## config.mk

```make
export PLATFORM = sky130hd
export DESIGN_NAME = vsync_coast_clamp_control
export DESIGN_NICKNAME = d
export VERILOG_FILES = /design/src/verilog/vclamp_pkg.sv /design/src/verilog/vsync_coast_clamp_control.sv
export VERILOG_INCLUDE_DIRS = /design/src /design/src/verilog
export SDC_FILE = /design/constraint.sdc
export NUM_CORES = 1
export LEC_CHECK = 0
export BUFFER_PORTS_ARGS = -buffer_cell sky130_fd_sc_hd__clkbuf_2
export CAP_MARGIN = 20
export CORE_UTILIZATION = 45
export DETAILED_ROUTE_END_ITERATION = 12
export SETUP_SLACK_MARGIN = 0.05
export SLEW_MARGIN = 0
export SYNTH_ARGS = -nofsm -noshare
export SYNTH_HDL_FRONTEND = slang
export SYNTH_SLANG_ARGS = --single-unit
export TNS_END_PERCENT = 1
```

## constraint.sdc

```tcl
create_clock -name CLK_I -period 2.9 [get_ports CLK_I]
set_input_delay 0.725 -clock CLK_I [delete_from_list [all_inputs] [get_ports CLK_I]]
set_output_delay 0.725 -clock CLK_I [all_outputs]
set_load 0.1 [all_outputs]
```

## src/verilog/vclamp_regs.svh

```systemverilog
/*
  Register map, field positions and reset values of the vertical sync,
  coast and clamp control block.
  Assumes inclusion by bare name wherever the block is compiled.
*/
`ifndef VCLAMP_REGS_SVH
`define VCLAMP_REGS_SVH

`define VS_CTRL_ADDR  8'h14
`define VS_WIDTH_ADDR 8'h15
`define LEAD_ADDR     8'h16
`define TRAIL_ADDR    8'h17
`define CC_SEL_ADDR   8'h18
`define CL_START_ADDR 8'h19
`define CL_WIDTH_ADDR 8'h1a
`define CL_POL_ADDR   8'h1b
`define STATUS_ADDR   8'h1c
`define REG_NUM       8

`define VS_CTRL_RST   8'h18
`define VS_WIDTH_RST  8'h0a
`define LEAD_RST      8'h00
`define TRAIL_RST     8'h00
`define CC_SEL_RST    8'h20
`define CL_START_RST  8'h08
`define CL_WIDTH_RST  8'h14
`define CL_POL_RST    8'h58
`define LOW_BIT_MASK  8'hfe
`define FULL_MASK     8'hff

`define VS_SRC_OVR    7
`define VS_SRC_SEL    6
`define VS_POL_OVR    5
`define VS_POL        4
`define VS_OUT_POL    3
`define VS_FILT       2
`define VS_DUR_EN     1
`define CO_SRC        7
`define CO_POL_OVR    6
`define CO_POL        5
`define CL_EXT        4
`define CL_MID_HI     3
`define CL_MID_LO     1
`define CL_POL_OVR    7
`define CL_POL        6
`define AUTO_OFS      5
`define UPD_HI        4
`define UPD_LO        3

`define UPD_LAST16    4'hf
`define UPD_LAST64    6'h3f

`endif

```

## src/verilog/vclamp_pkg.sv

```systemverilog
/*
  Types shared by the vertical sync, coast and clamp control block.
  Assumes nothing of its surroundings.
*/
package vclamp_pkg;
    typedef enum logic [1:0] {
        CLAMP_IDLE,
        CLAMP_WAIT,
        CLAMP_ON
    } clamp_state_type;

    typedef enum logic [1:0] {
        UPD_EVERY,
        UPD_EVERY16,
        UPD_EVERY64,
        UPD_FRAME
    } upd_mode_type;
endpackage

```

## src/verilog/vsync_coast_clamp_control.sv

```systemverilog
/*
  Vertical sync source, polarity, filter and width; coast windows around
  vertical sync; internal or external clamp pulse; per-channel clamp
  target and auto-offset update strobe; byte register port.
  Assumes: CLK_I is the pixel clock, all pins are synchronous to it and
  HSYNC_I is the processed horizontal sync, active high.
*/
// Chosen here: strobed register access.
`timescale 1ns/100ps
`include "vclamp_regs.svh"

// Contract
// - override clear lets device pick vsync source
// - override set: select bit picks pin or separator
// - polarity override clear means automatic detection
// - user polarity bit: zero low, one high
// - output polarity bit sets vsync output level
// - filter aligns vsync to horizontal sync
// - duration enable replaces pass-through width
// - eight-bit width value, reset ten
// - coast starts lead lines before vsync
// - coast extends trail lines after vsync
// - coast from vsync or external pin
// - coast polarity automatic or user bit
// - clamp internal or from external pin
// - clamp all channels while clamp active
// - per-channel target ground or midscale
// - clamp starts placement pixels after hsync
// - clamp lasts duration pixels
// - external clamp ignores placement and duration
// - clamp polarity automatic or user bit
// - auto-offset enable bit selects offset mode
// - offset refresh rate by update code
module vsync_coast_clamp_control
    import vclamp_pkg::*;
#(
    parameter int LINE_W = 11,
    parameter int DET_W  = 4
) (
    input  wire logic       CLK_I,
    input  wire logic       RST_B_I,
    input  wire logic [7:0] ADDR_I,
    input  wire logic [7:0] WDATA_I,
    input  wire logic       WR_I,
    input  wire logic       RD_I,
    output logic      [7:0] RDATA_O,
    input  wire logic       VSYNC_PIN_I,
    input  wire logic       VSYNC_SEP_I,
    input  wire logic       HSYNC_I,
    input  wire logic       COAST_PIN_I,
    input  wire logic       CLAMP_PIN_I,
    output logic            VSYNC_O,
    output logic            COAST_O,
    output logic            CLAMP_O,
    output logic      [2:0] CLAMP_MID_O,
    output logic            AUTO_OFFSET_O,
    output logic            OFFSET_UPDATE_O
);

    if (LINE_W < 9 || LINE_W > 16) begin : g_chk_line
        $error("LINE_W must lie in 9..16");
    end
    if (DET_W < 2 || DET_W > 8) begin : g_chk_det
        $error("DET_W must lie in 2..8");
    end

    function automatic logic reg_hit(input logic [7:0] a);
        reg_hit = (a >= `VS_CTRL_ADDR) && (a <= `CL_POL_ADDR);
    endfunction

    function automatic logic [2:0] reg_idx(input logic [7:0] a);
        logic [7:0] d;
        d = a - `VS_CTRL_ADDR;
        reg_idx = d[2:0];
    endfunction

    function automatic logic [7:0] reg_rst(input logic [2:0] i);
        case (i)
            3'h0:    reg_rst = `VS_CTRL_RST;
            3'h1:    reg_rst = `VS_WIDTH_RST;
            3'h2:    reg_rst = `LEAD_RST;
            3'h3:    reg_rst = `TRAIL_RST;
            3'h4:    reg_rst = `CC_SEL_RST;
            3'h5:    reg_rst = `CL_START_RST;
            3'h6:    reg_rst = `CL_WIDTH_RST;
            default: reg_rst = `CL_POL_RST;
        endcase
    endfunction

    // bit 0 of the two control registers is not implemented
    function automatic logic [7:0] reg_mask(input logic [2:0] i);
        reg_mask = (i == 3'h0 || i == 3'h4) ? `LOW_BIT_MASK : `FULL_MASK;
    endfunction

    // a raw level turned into "active" under the given polarity
    function automatic logic as_active(input logic raw, input logic pol);
        as_active = ~(raw ^ pol);
    endfunction

    logic [7:0]       regs_r [`REG_NUM];
    logic [7:0]       regs_nxt [`REG_NUM];
    logic [7:0]       rdata_nxt;
    logic [7:0]       status;

    logic [7:0]       vs_ctrl;
    logic [7:0]       cc_sel;
    logic [7:0]       cl_pol;
    assign vs_ctrl = regs_r[0];
    assign cc_sel  = regs_r[4];
    assign cl_pol  = regs_r[7];

    // register port: reads answer one cycle later, unmapped reads give zero
    always_comb begin
        for (int i = 0; i < `REG_NUM; i++) begin
            regs_nxt[i] = regs_r[i];
        end
        if (WR_I && reg_hit(ADDR_I)) begin
            regs_nxt[reg_idx(ADDR_I)] = WDATA_I & reg_mask(reg_idx(ADDR_I));
        end
        rdata_nxt = 8'h00;
        if (RD_I && reg_hit(ADDR_I)) begin
            rdata_nxt = regs_r[reg_idx(ADDR_I)];
        end else if (RD_I && ADDR_I == `STATUS_ADDR) begin
            rdata_nxt = status;
        end
    end

    always_ff @(posedge CLK_I or negedge RST_B_I) begin
        if (!RST_B_I) begin
            for (int i = 0; i < `REG_NUM; i++) begin
                regs_r[i] <= reg_rst(3'(i));
            end
            RDATA_O <= 8'h00;
        end else begin
            regs_r  <= regs_nxt;
            RDATA_O <= rdata_nxt;
        end
    end

    // edge detection on incoming syncs
    logic hs_prev_r;
    logic vpin_prev_r;
    logic hs_lead;
    logic hs_trail;
    assign hs_lead  = HSYNC_I & ~hs_prev_r;
    assign hs_trail = ~HSYNC_I & hs_prev_r;

    // pin activity: any edge within the last 256 lines counts as present
    logic       pin_act_r;
    logic       pin_act_nxt;
    logic [7:0] idle_lines_r;
    logic [7:0] idle_lines_nxt;

    always_comb begin
        pin_act_nxt    = pin_act_r;
        idle_lines_nxt = idle_lines_r;
        if (VSYNC_PIN_I != vpin_prev_r) begin
            pin_act_nxt    = 1'b1;
            idle_lines_nxt = 8'h00;
        end else if (hs_lead) begin
            idle_lines_nxt = idle_lines_r + 8'h01;
            if (idle_lines_r == 8'hff) begin
                pin_act_nxt = 1'b0;
            end
        end
    end

    always_ff @(posedge CLK_I or negedge RST_B_I) begin
        if (!RST_B_I) begin
            hs_prev_r    <= 1'b0;
            vpin_prev_r  <= 1'b0;
            pin_act_r    <= 1'b0;
            idle_lines_r <= 8'h00;
        end else begin
            hs_prev_r    <= HSYNC_I;
            vpin_prev_r  <= VSYNC_PIN_I;
            pin_act_r    <= pin_act_nxt;
            idle_lines_r <= idle_lines_nxt;
        end
    end

    // the chip prefers the pin while it toggles, else the separator
    logic use_sep;
    logic vs_raw;
    assign use_sep = vs_ctrl[`VS_SRC_OVR] ? vs_ctrl[`VS_SRC_SEL]
                                          : ~pin_act_r;
    assign vs_raw  = use_sep ? VSYNC_SEP_I : VSYNC_PIN_I;

    // automatic polarity: syncs are short, so the idle level dominates;
    // vsync and coast are sampled once a line, clamp once a pixel, since a
    // pulse of 2**(DET_W-1) samples or more would flip the decision
    logic [2:0]       det_raw;
    logic [2:0]       det_ovr;
    logic [2:0]       det_usr;
    logic [2:0]       det_pol;
    logic [2:0]       det_act;
    logic [2:0]       det_tick;
    logic [DET_W-1:0] det_cnt_r [3];
    logic [DET_W-1:0] det_cnt_nxt [3];
    assign det_raw = {CLAMP_PIN_I, COAST_PIN_I, vs_raw};
    assign det_ovr = {cl_pol[`CL_POL_OVR], cc_sel[`CO_POL_OVR], vs_ctrl[`VS_POL_OVR]};
    assign det_usr = {cl_pol[`CL_POL], cc_sel[`CO_POL], vs_ctrl[`VS_POL]};
    assign det_tick = {1'b1, hs_lead, hs_lead};

    for (genvar g = 0; g < 3; g++) begin : g_det
        always_comb begin
            det_cnt_nxt[g] = det_cnt_r[g];
            if (det_tick[g] && det_raw[g] && det_cnt_r[g] != '1) begin
                det_cnt_nxt[g] = det_cnt_r[g] + 1'b1;
            end else if (det_tick[g] && !det_raw[g] && det_cnt_r[g] != '0) begin
                det_cnt_nxt[g] = det_cnt_r[g] - 1'b1;
            end
            det_pol[g] = det_ovr[g] ? det_usr[g] : ~det_cnt_r[g][DET_W-1];
            det_act[g] = as_active(det_raw[g], det_pol[g]);
        end

        always_ff @(posedge CLK_I or negedge RST_B_I) begin
            if (!RST_B_I) begin
                det_cnt_r[g] <= '0;
            end else begin
                det_cnt_r[g] <= det_cnt_nxt[g];
            end
        end
    end

    logic vs_act;
    logic co_pin_act;
    logic cl_pin_act;
    assign vs_act     = det_act[0];
    assign co_pin_act = det_act[1];
    assign cl_pin_act = det_act[2];

    // vertical path: filter, width, line count and coast windows
    logic              vf_r;
    logic              vf_nxt;
    logic              vf_prev_r;
    logic [7:0]        dur_r;
    logic [7:0]        dur_nxt;
    logic [LINE_W-1:0] line_r;
    logic [LINE_W-1:0] line_nxt;
    logic [LINE_W-1:0] flen_r;
    logic [LINE_W-1:0] flen_nxt;
    logic [7:0]        post_r;
    logic [7:0]        post_nxt;
    logic              vf_rise;
    logic              vf_up;
    logic              vf_down;
    logic              vs_out_act;
    logic              pre_win;
    logic              coast_int;
    logic [LINE_W:0]   line_ahead;

    assign vf_rise = vf_r & ~vf_prev_r;
    assign line_ahead = {1'b0, line_r} + (LINE_W+1)'(regs_r[2]);

    always_comb begin
        // filtered vsync only moves at the leading edge of a line
        vf_nxt = vs_act;
        if (vs_ctrl[`VS_FILT] && !hs_lead) begin
            vf_nxt = vf_r;
        end
        // width and trail load with the edge itself, so they span whole lines
        vf_up   = vf_nxt & ~vf_r;
        vf_down = ~vf_nxt & vf_r;
        dur_nxt = dur_r;
        if (vf_up) begin
            dur_nxt = regs_r[1];
        end else if (hs_lead && dur_r != 8'h00) begin
            dur_nxt = dur_r - 8'h01;
        end
        line_nxt = line_r;
        flen_nxt = flen_r;
        if (vf_rise) begin
            line_nxt = '0;
            flen_nxt = line_r;
        end else if (hs_lead && line_r != '1) begin
            line_nxt = line_r + 1'b1;
        end
        post_nxt = post_r;
        if (vf_down) begin
            post_nxt = regs_r[3];
        end else if (hs_lead && post_r != 8'h00) begin
            post_nxt = post_r - 8'h01;
        end
        vs_out_act = vs_ctrl[`VS_DUR_EN] ? (dur_r != 8'h00) : vf_r;
        // lead window predicted from the previous frame's line count
        pre_win = (regs_r[2] != 8'h00) && (flen_r != '0)
                  && (line_ahead >= {1'b0, flen_r});
        coast_int = pre_win | vf_r | (post_r != 8'h00);
    end

    always_ff @(posedge CLK_I or negedge RST_B_I) begin
        if (!RST_B_I) begin
            vf_r      <= 1'b0;
            vf_prev_r <= 1'b0;
            dur_r     <= 8'h00;
            line_r    <= '0;
            flen_r    <= '0;
            post_r    <= 8'h00;
        end else begin
            vf_r      <= vf_nxt;
            vf_prev_r <= vf_r;
            dur_r     <= dur_nxt;
            line_r    <= line_nxt;
            flen_r    <= flen_nxt;
            post_r    <= post_nxt;
        end
    end

    // internal clamp timing in pixel clocks from the hsync trailing edge
    clamp_state_type st_r;
    clamp_state_type st_nxt;
    logic [7:0]      ccnt_r;
    logic [7:0]      ccnt_nxt;
    logic            cl_ext;
    assign cl_ext = cc_sel[`CL_EXT];

    always_comb begin
        st_nxt   = st_r;
        ccnt_nxt = ccnt_r;
        case (st_r)
            CLAMP_IDLE: begin
                if (hs_trail && !cl_ext) begin
                    st_nxt   = CLAMP_WAIT;
                    ccnt_nxt = regs_r[5];
                end
            end
            CLAMP_WAIT: begin
                // a zero setting is treated as one rather than wrapping
                if (ccnt_r <= 8'h01) begin
                    st_nxt   = CLAMP_ON;
                    ccnt_nxt = regs_r[6];
                end else begin
                    ccnt_nxt = ccnt_r - 8'h01;
                end
            end
            CLAMP_ON: begin
                if (ccnt_r <= 8'h01) begin
                    st_nxt = CLAMP_IDLE;
                end else begin
                    ccnt_nxt = ccnt_r - 8'h01;
                end
            end
            default: begin
                st_nxt = CLAMP_IDLE;
            end
        endcase
        if (cl_ext) begin
            st_nxt = CLAMP_IDLE;
        end
    end

    always_ff @(posedge CLK_I or negedge RST_B_I) begin
        if (!RST_B_I) begin
            st_r   <= CLAMP_IDLE;
            ccnt_r <= 8'h00;
        end else begin
            st_r   <= st_nxt;
            ccnt_r <= ccnt_nxt;
        end
    end

    // outputs and auto-offset update strobe
    logic         vs_o_nxt;
    logic         co_o_nxt;
    logic         cl_o_nxt;
    logic         upd_nxt;
    logic         cl_fall;
    logic [5:0]   pcnt_r;
    logic [5:0]   pcnt_nxt;
    upd_mode_type umode;
    assign umode = upd_mode_type'({cl_pol[`UPD_HI], cl_pol[`UPD_LO]});

    always_comb begin
        vs_o_nxt = as_active(vs_out_act, vs_ctrl[`VS_OUT_POL]);
        co_o_nxt = cc_sel[`CO_SRC] ? co_pin_act : coast_int;
        cl_o_nxt = cl_ext ? cl_pin_act : (st_nxt == CLAMP_ON);
        cl_fall  = CLAMP_O & ~cl_o_nxt;
        pcnt_nxt = pcnt_r;
        upd_nxt  = 1'b0;
        if (cl_fall) begin
            pcnt_nxt = pcnt_r + 6'h01;
        end
        case (umode)
            UPD_EVERY:   upd_nxt = cl_fall;
            UPD_EVERY16: upd_nxt = cl_fall && pcnt_r[3:0] == `UPD_LAST16;
            UPD_EVERY64: upd_nxt = cl_fall && pcnt_r == `UPD_LAST64;
            UPD_FRAME:   upd_nxt = vf_rise;
            default:     upd_nxt = 1'b0;
        endcase
        upd_nxt = upd_nxt & cl_pol[`AUTO_OFS];
    end

    always_ff @(posedge CLK_I or negedge RST_B_I) begin
        if (!RST_B_I) begin
            VSYNC_O         <= 1'b0;
            COAST_O         <= 1'b0;
            CLAMP_O         <= 1'b0;
            OFFSET_UPDATE_O <= 1'b0;
            pcnt_r          <= 6'h00;
        end else begin
            VSYNC_O         <= vs_o_nxt;
            COAST_O         <= co_o_nxt;
            CLAMP_O         <= cl_o_nxt;
            OFFSET_UPDATE_O <= upd_nxt;
            pcnt_r          <= pcnt_nxt;
        end
    end

    // these sit directly on register flip-flops
    assign CLAMP_MID_O   = cc_sel[`CL_MID_HI:`CL_MID_LO];
    assign AUTO_OFFSET_O = cl_pol[`AUTO_OFS];

    assign status = {det_pol, use_sep, pin_act_r, st_r == CLAMP_ON, coast_int, vf_r};
endmodule

```

==> results.md <==
* Final layout net count at 943
* Most used DFF post-synth: dfrtp_1
* Initial Utilization at between 40 and 50%
* Clock Tree Buf Depth at 2
* Largest net degree at the start of global routing at 49
* CP Class: flip-flop to flip-flop
* Status: complete, but fails checks
* Gr usage total at 23.8%
* Post-CTS Hold Buffers at 0
* Post-DR wirelength/cell at 19.3 um
* Skew final at 0.0137 ns
* Sink Count at ~160
* Crit path launch: line_r[0]
* DR vias at 6,399
* R2R Setup Slk at -0.26 ns
* Pre-CTS setup slack at -0.270 ns
* Required time of the critical path at between 3 and 4 ns
* Synthesis Warnings at 0
* Post-synth top area share at 42.2%
* VDD IR max at 0.684 mV
* CTS tree: built
* Drt via density at between 5 and 6
* F_max at 0.317 GHz
* # IOs at 41
* DP HPWL at 16,100 um
* Row count at 50
* Fraction of registers with async set/reset at 100%
* Initial DRC count at 333
* LEAKAGE at 4.59 nW
* Final Hold Vio Count at 0
* Pre-antenna DRT Iters at 5
* Largest area contributor in the netlist: dfrtp_1
* Routability cong. at around 0.87
* Global-route wire length before repair at 35,600 um
* Register area share after synthesis at 45.6%
* Multi-input logic area at roughly 4400 um^2
* Top cells by area, synth: dfrtp_1, mux2_2, ha_1
* Mapped Cells at 800
* Fillers at between 1,500 and 2,000
* Max Fanout on Critical Path at 3
* DRC at 0
* Syn Nets at 869
* PD cells at 803 nW/um^2
* Min Clock Period, post-route at 3.16 ns
* Post-DRT Antenna Nets at 0
* Crit path DAT at 3.46 ns
* Non-Filler Instances at 1,121
* Fin worst setup slack at -0.255 ns
* Reg2reg start: line_r[0]
* Slew Viols, Final at 0
* H-Tree Depth at 4
* Postcts setup bufs at 0
* Worst slew margin at 46.2%
* Synth cell types at between 60 and 70
* Startpoint types: flip-flop
* Num CTS Buffers at 17
* Initial antenna violation count at 1
* Register area at 3890 um^2
* Area Growth Syn to Fin at 15.4%
* Number of flops mapped to enable cells by yosys at 0
* Post-Route WL at 21,600 um
* CTS Root Cell: clkbuf_16
* Final setup fails at 2
* Clk Latency, worst-skew pair at 0.43 ns
* Core area at between 15,000 and 20,000 um^2
* Worst R2R End: COAST_O
* Syn Area/Cell at 10.7 um^2
* RSZ-0062 raised after global routing: yes
* Die area at 19,500 um^2
* Vias in the first global route at 6,704
* FF-to-FF path depth at 13
* Tcrit/Tclk final at 109%
* Port bufs at 40
* Fraction of final layout cells sized beyond drive strength 1 at 25.4%
* Failing checks: setup timing
* Die H at about 140 um
* Mapped Area at 8540 um^2
* Worst hold path class: primary input to asynchronous set/reset pin
* Max Cap Viol at 0
* Crit. End Element: flip-flop
* Post-CTS sizing at 0
* Diodes inserted at 0
* Total global routing overflow at 0
* Total power draw at 0.00792 W
* Worst Tran Pin Value at 0.806 ns
* Die X at 140 um
* Clock slew seen by the registers of the worst setup and hold paths at 0.07 ns
* Placed cells at approximately 1,100
* Worst setup path end: COAST_O
* Yosys reg bits at 155
## kinds of logic after synthesis
logic type               Yosys count  synth area share [%]
XOR/XNOR                          58                  5.95
buffers and inverters             61                  2.81
multiplexers                      95                  13.2
adder cells (fa/ha/maj)           44                  6.79
flip-flops                       155                  45.6
AND/OR/NAND/NOR                  233                  13.4
AO/OA/AOI/OAI                    154                  12.3
## registers in the layout (all words and copies together), names as in the netlist, 6 cells and up
register and flops:
RDATA_O 8, cc_sel 8, ccnt_r 8, cl_pol 8, det_cnt_r 12, dur_r 8, flen_r 11, idle_lines_r 8
line_r 11, pcnt_r 6, post_r 8, regs_r 40, vs_ctrl 8
## metrics by stage
step	setup TNS [ns]	instance area, um^2	util [%]	hold slack, ns
finish	-0.494	9860	52.9	0.220
global route	-0.815	9860	52.9	0.247
CTS	-0.550	9860	52.9	0.238
detailed placement	-0.529	9260	49.7	0.405
global placement	-0.433	9260	49.7	0.401
floorplan	-0.245	8560	-	0.390
## layout by cell type (no fill, tap or decap), drive strengths merged, types with 11 or more instances in the layout
master / n
dfrtp: 144
mux2: 81
nor2: 71
nand2: 57
clkbuf: 57
inv: 43
o21ai: 41
ha: 40
buf: 40
xnor2: 39
a21oi: 31
xor2: 19
nand3: 18
and3: 14
nand4: 13
nor3: 11
dfstp: 11
## worst min-delay path by stage
stage	end	slack [ns]	depth (start not counted)
floorplan	vf_prev_r	0.39	0
global placement	vf_prev_r	0.40	0
detailed placement	vf_prev_r	0.41	0
CTS	idle_lines_r[5]	0.24	1
global route	idle_lines_r[5]	0.25	1
finish	idle_lines_r[5]	0.22	1
## power by group
part / leakage, nW / internal [W] / switching [W]
clock network: 0.290 / 0.00131 / 0.000968
registers: 2.01 / 0.00254 / 0.000400
logic: 2.29 / 0.00120 / 0.00150
total: 4.59 / 0.00505 / 0.00286
## cells in the mapped netlist (8+ instances only)
cell type and n:
dfrtp_1 144, mux2_2 80, nor2_1 71, nand2_1 57, o21ai_0 41, ha_1 40
xnor2_1 39, inv_1 37, a21oi_1 31, xor2_1 19, nand3_1 18, clkbuf_1 17
and3_1 14, nand4_1 13, dfstp_2 11, nor3_1 11, a21o_1 9, o221ai_1 9
mux2i_1 8, nor2b_1 8, nor4_1 8
## per-layer routing
layer / up-vias / track usage (%) / routed length (um)
met3: 30 / 5.47 / 845
met1: 3204 / 29.6 / 9620
met4: 0 / 8.10 / 444
met5: - / 0 / 0
li1: 3043 / - / -
met2: 122 / 40.5 / 10700
## worst max-delay path: stages, from the launching register on
cell      delay (ns)
dfrtp_1         0.38
ha_2            0.20
fa_2            0.36
a21oi_2         0.12
nor2b_1         0.07
o31a_1          0.28
o21a_1          0.21
xnor2_1         0.13
ha_1            0.28
and4_4          0.16
a211oi_2        0.18
a21oi_1         0.09
a211o_1         0.28
a221o_1         0.31
## final cells by class
type / count / share of cell area (%)
timing repair buffer: 79 / 5.19
inverter: 37 / 1.41
clock inverter: 14 / 1.60
sequential: 155 / 39.5
tap: 234 / 2.97
clock buffer: 18 / 4.45
multi-input combinational: 584 / 44.9
Power figures use the tool's default switching activity.
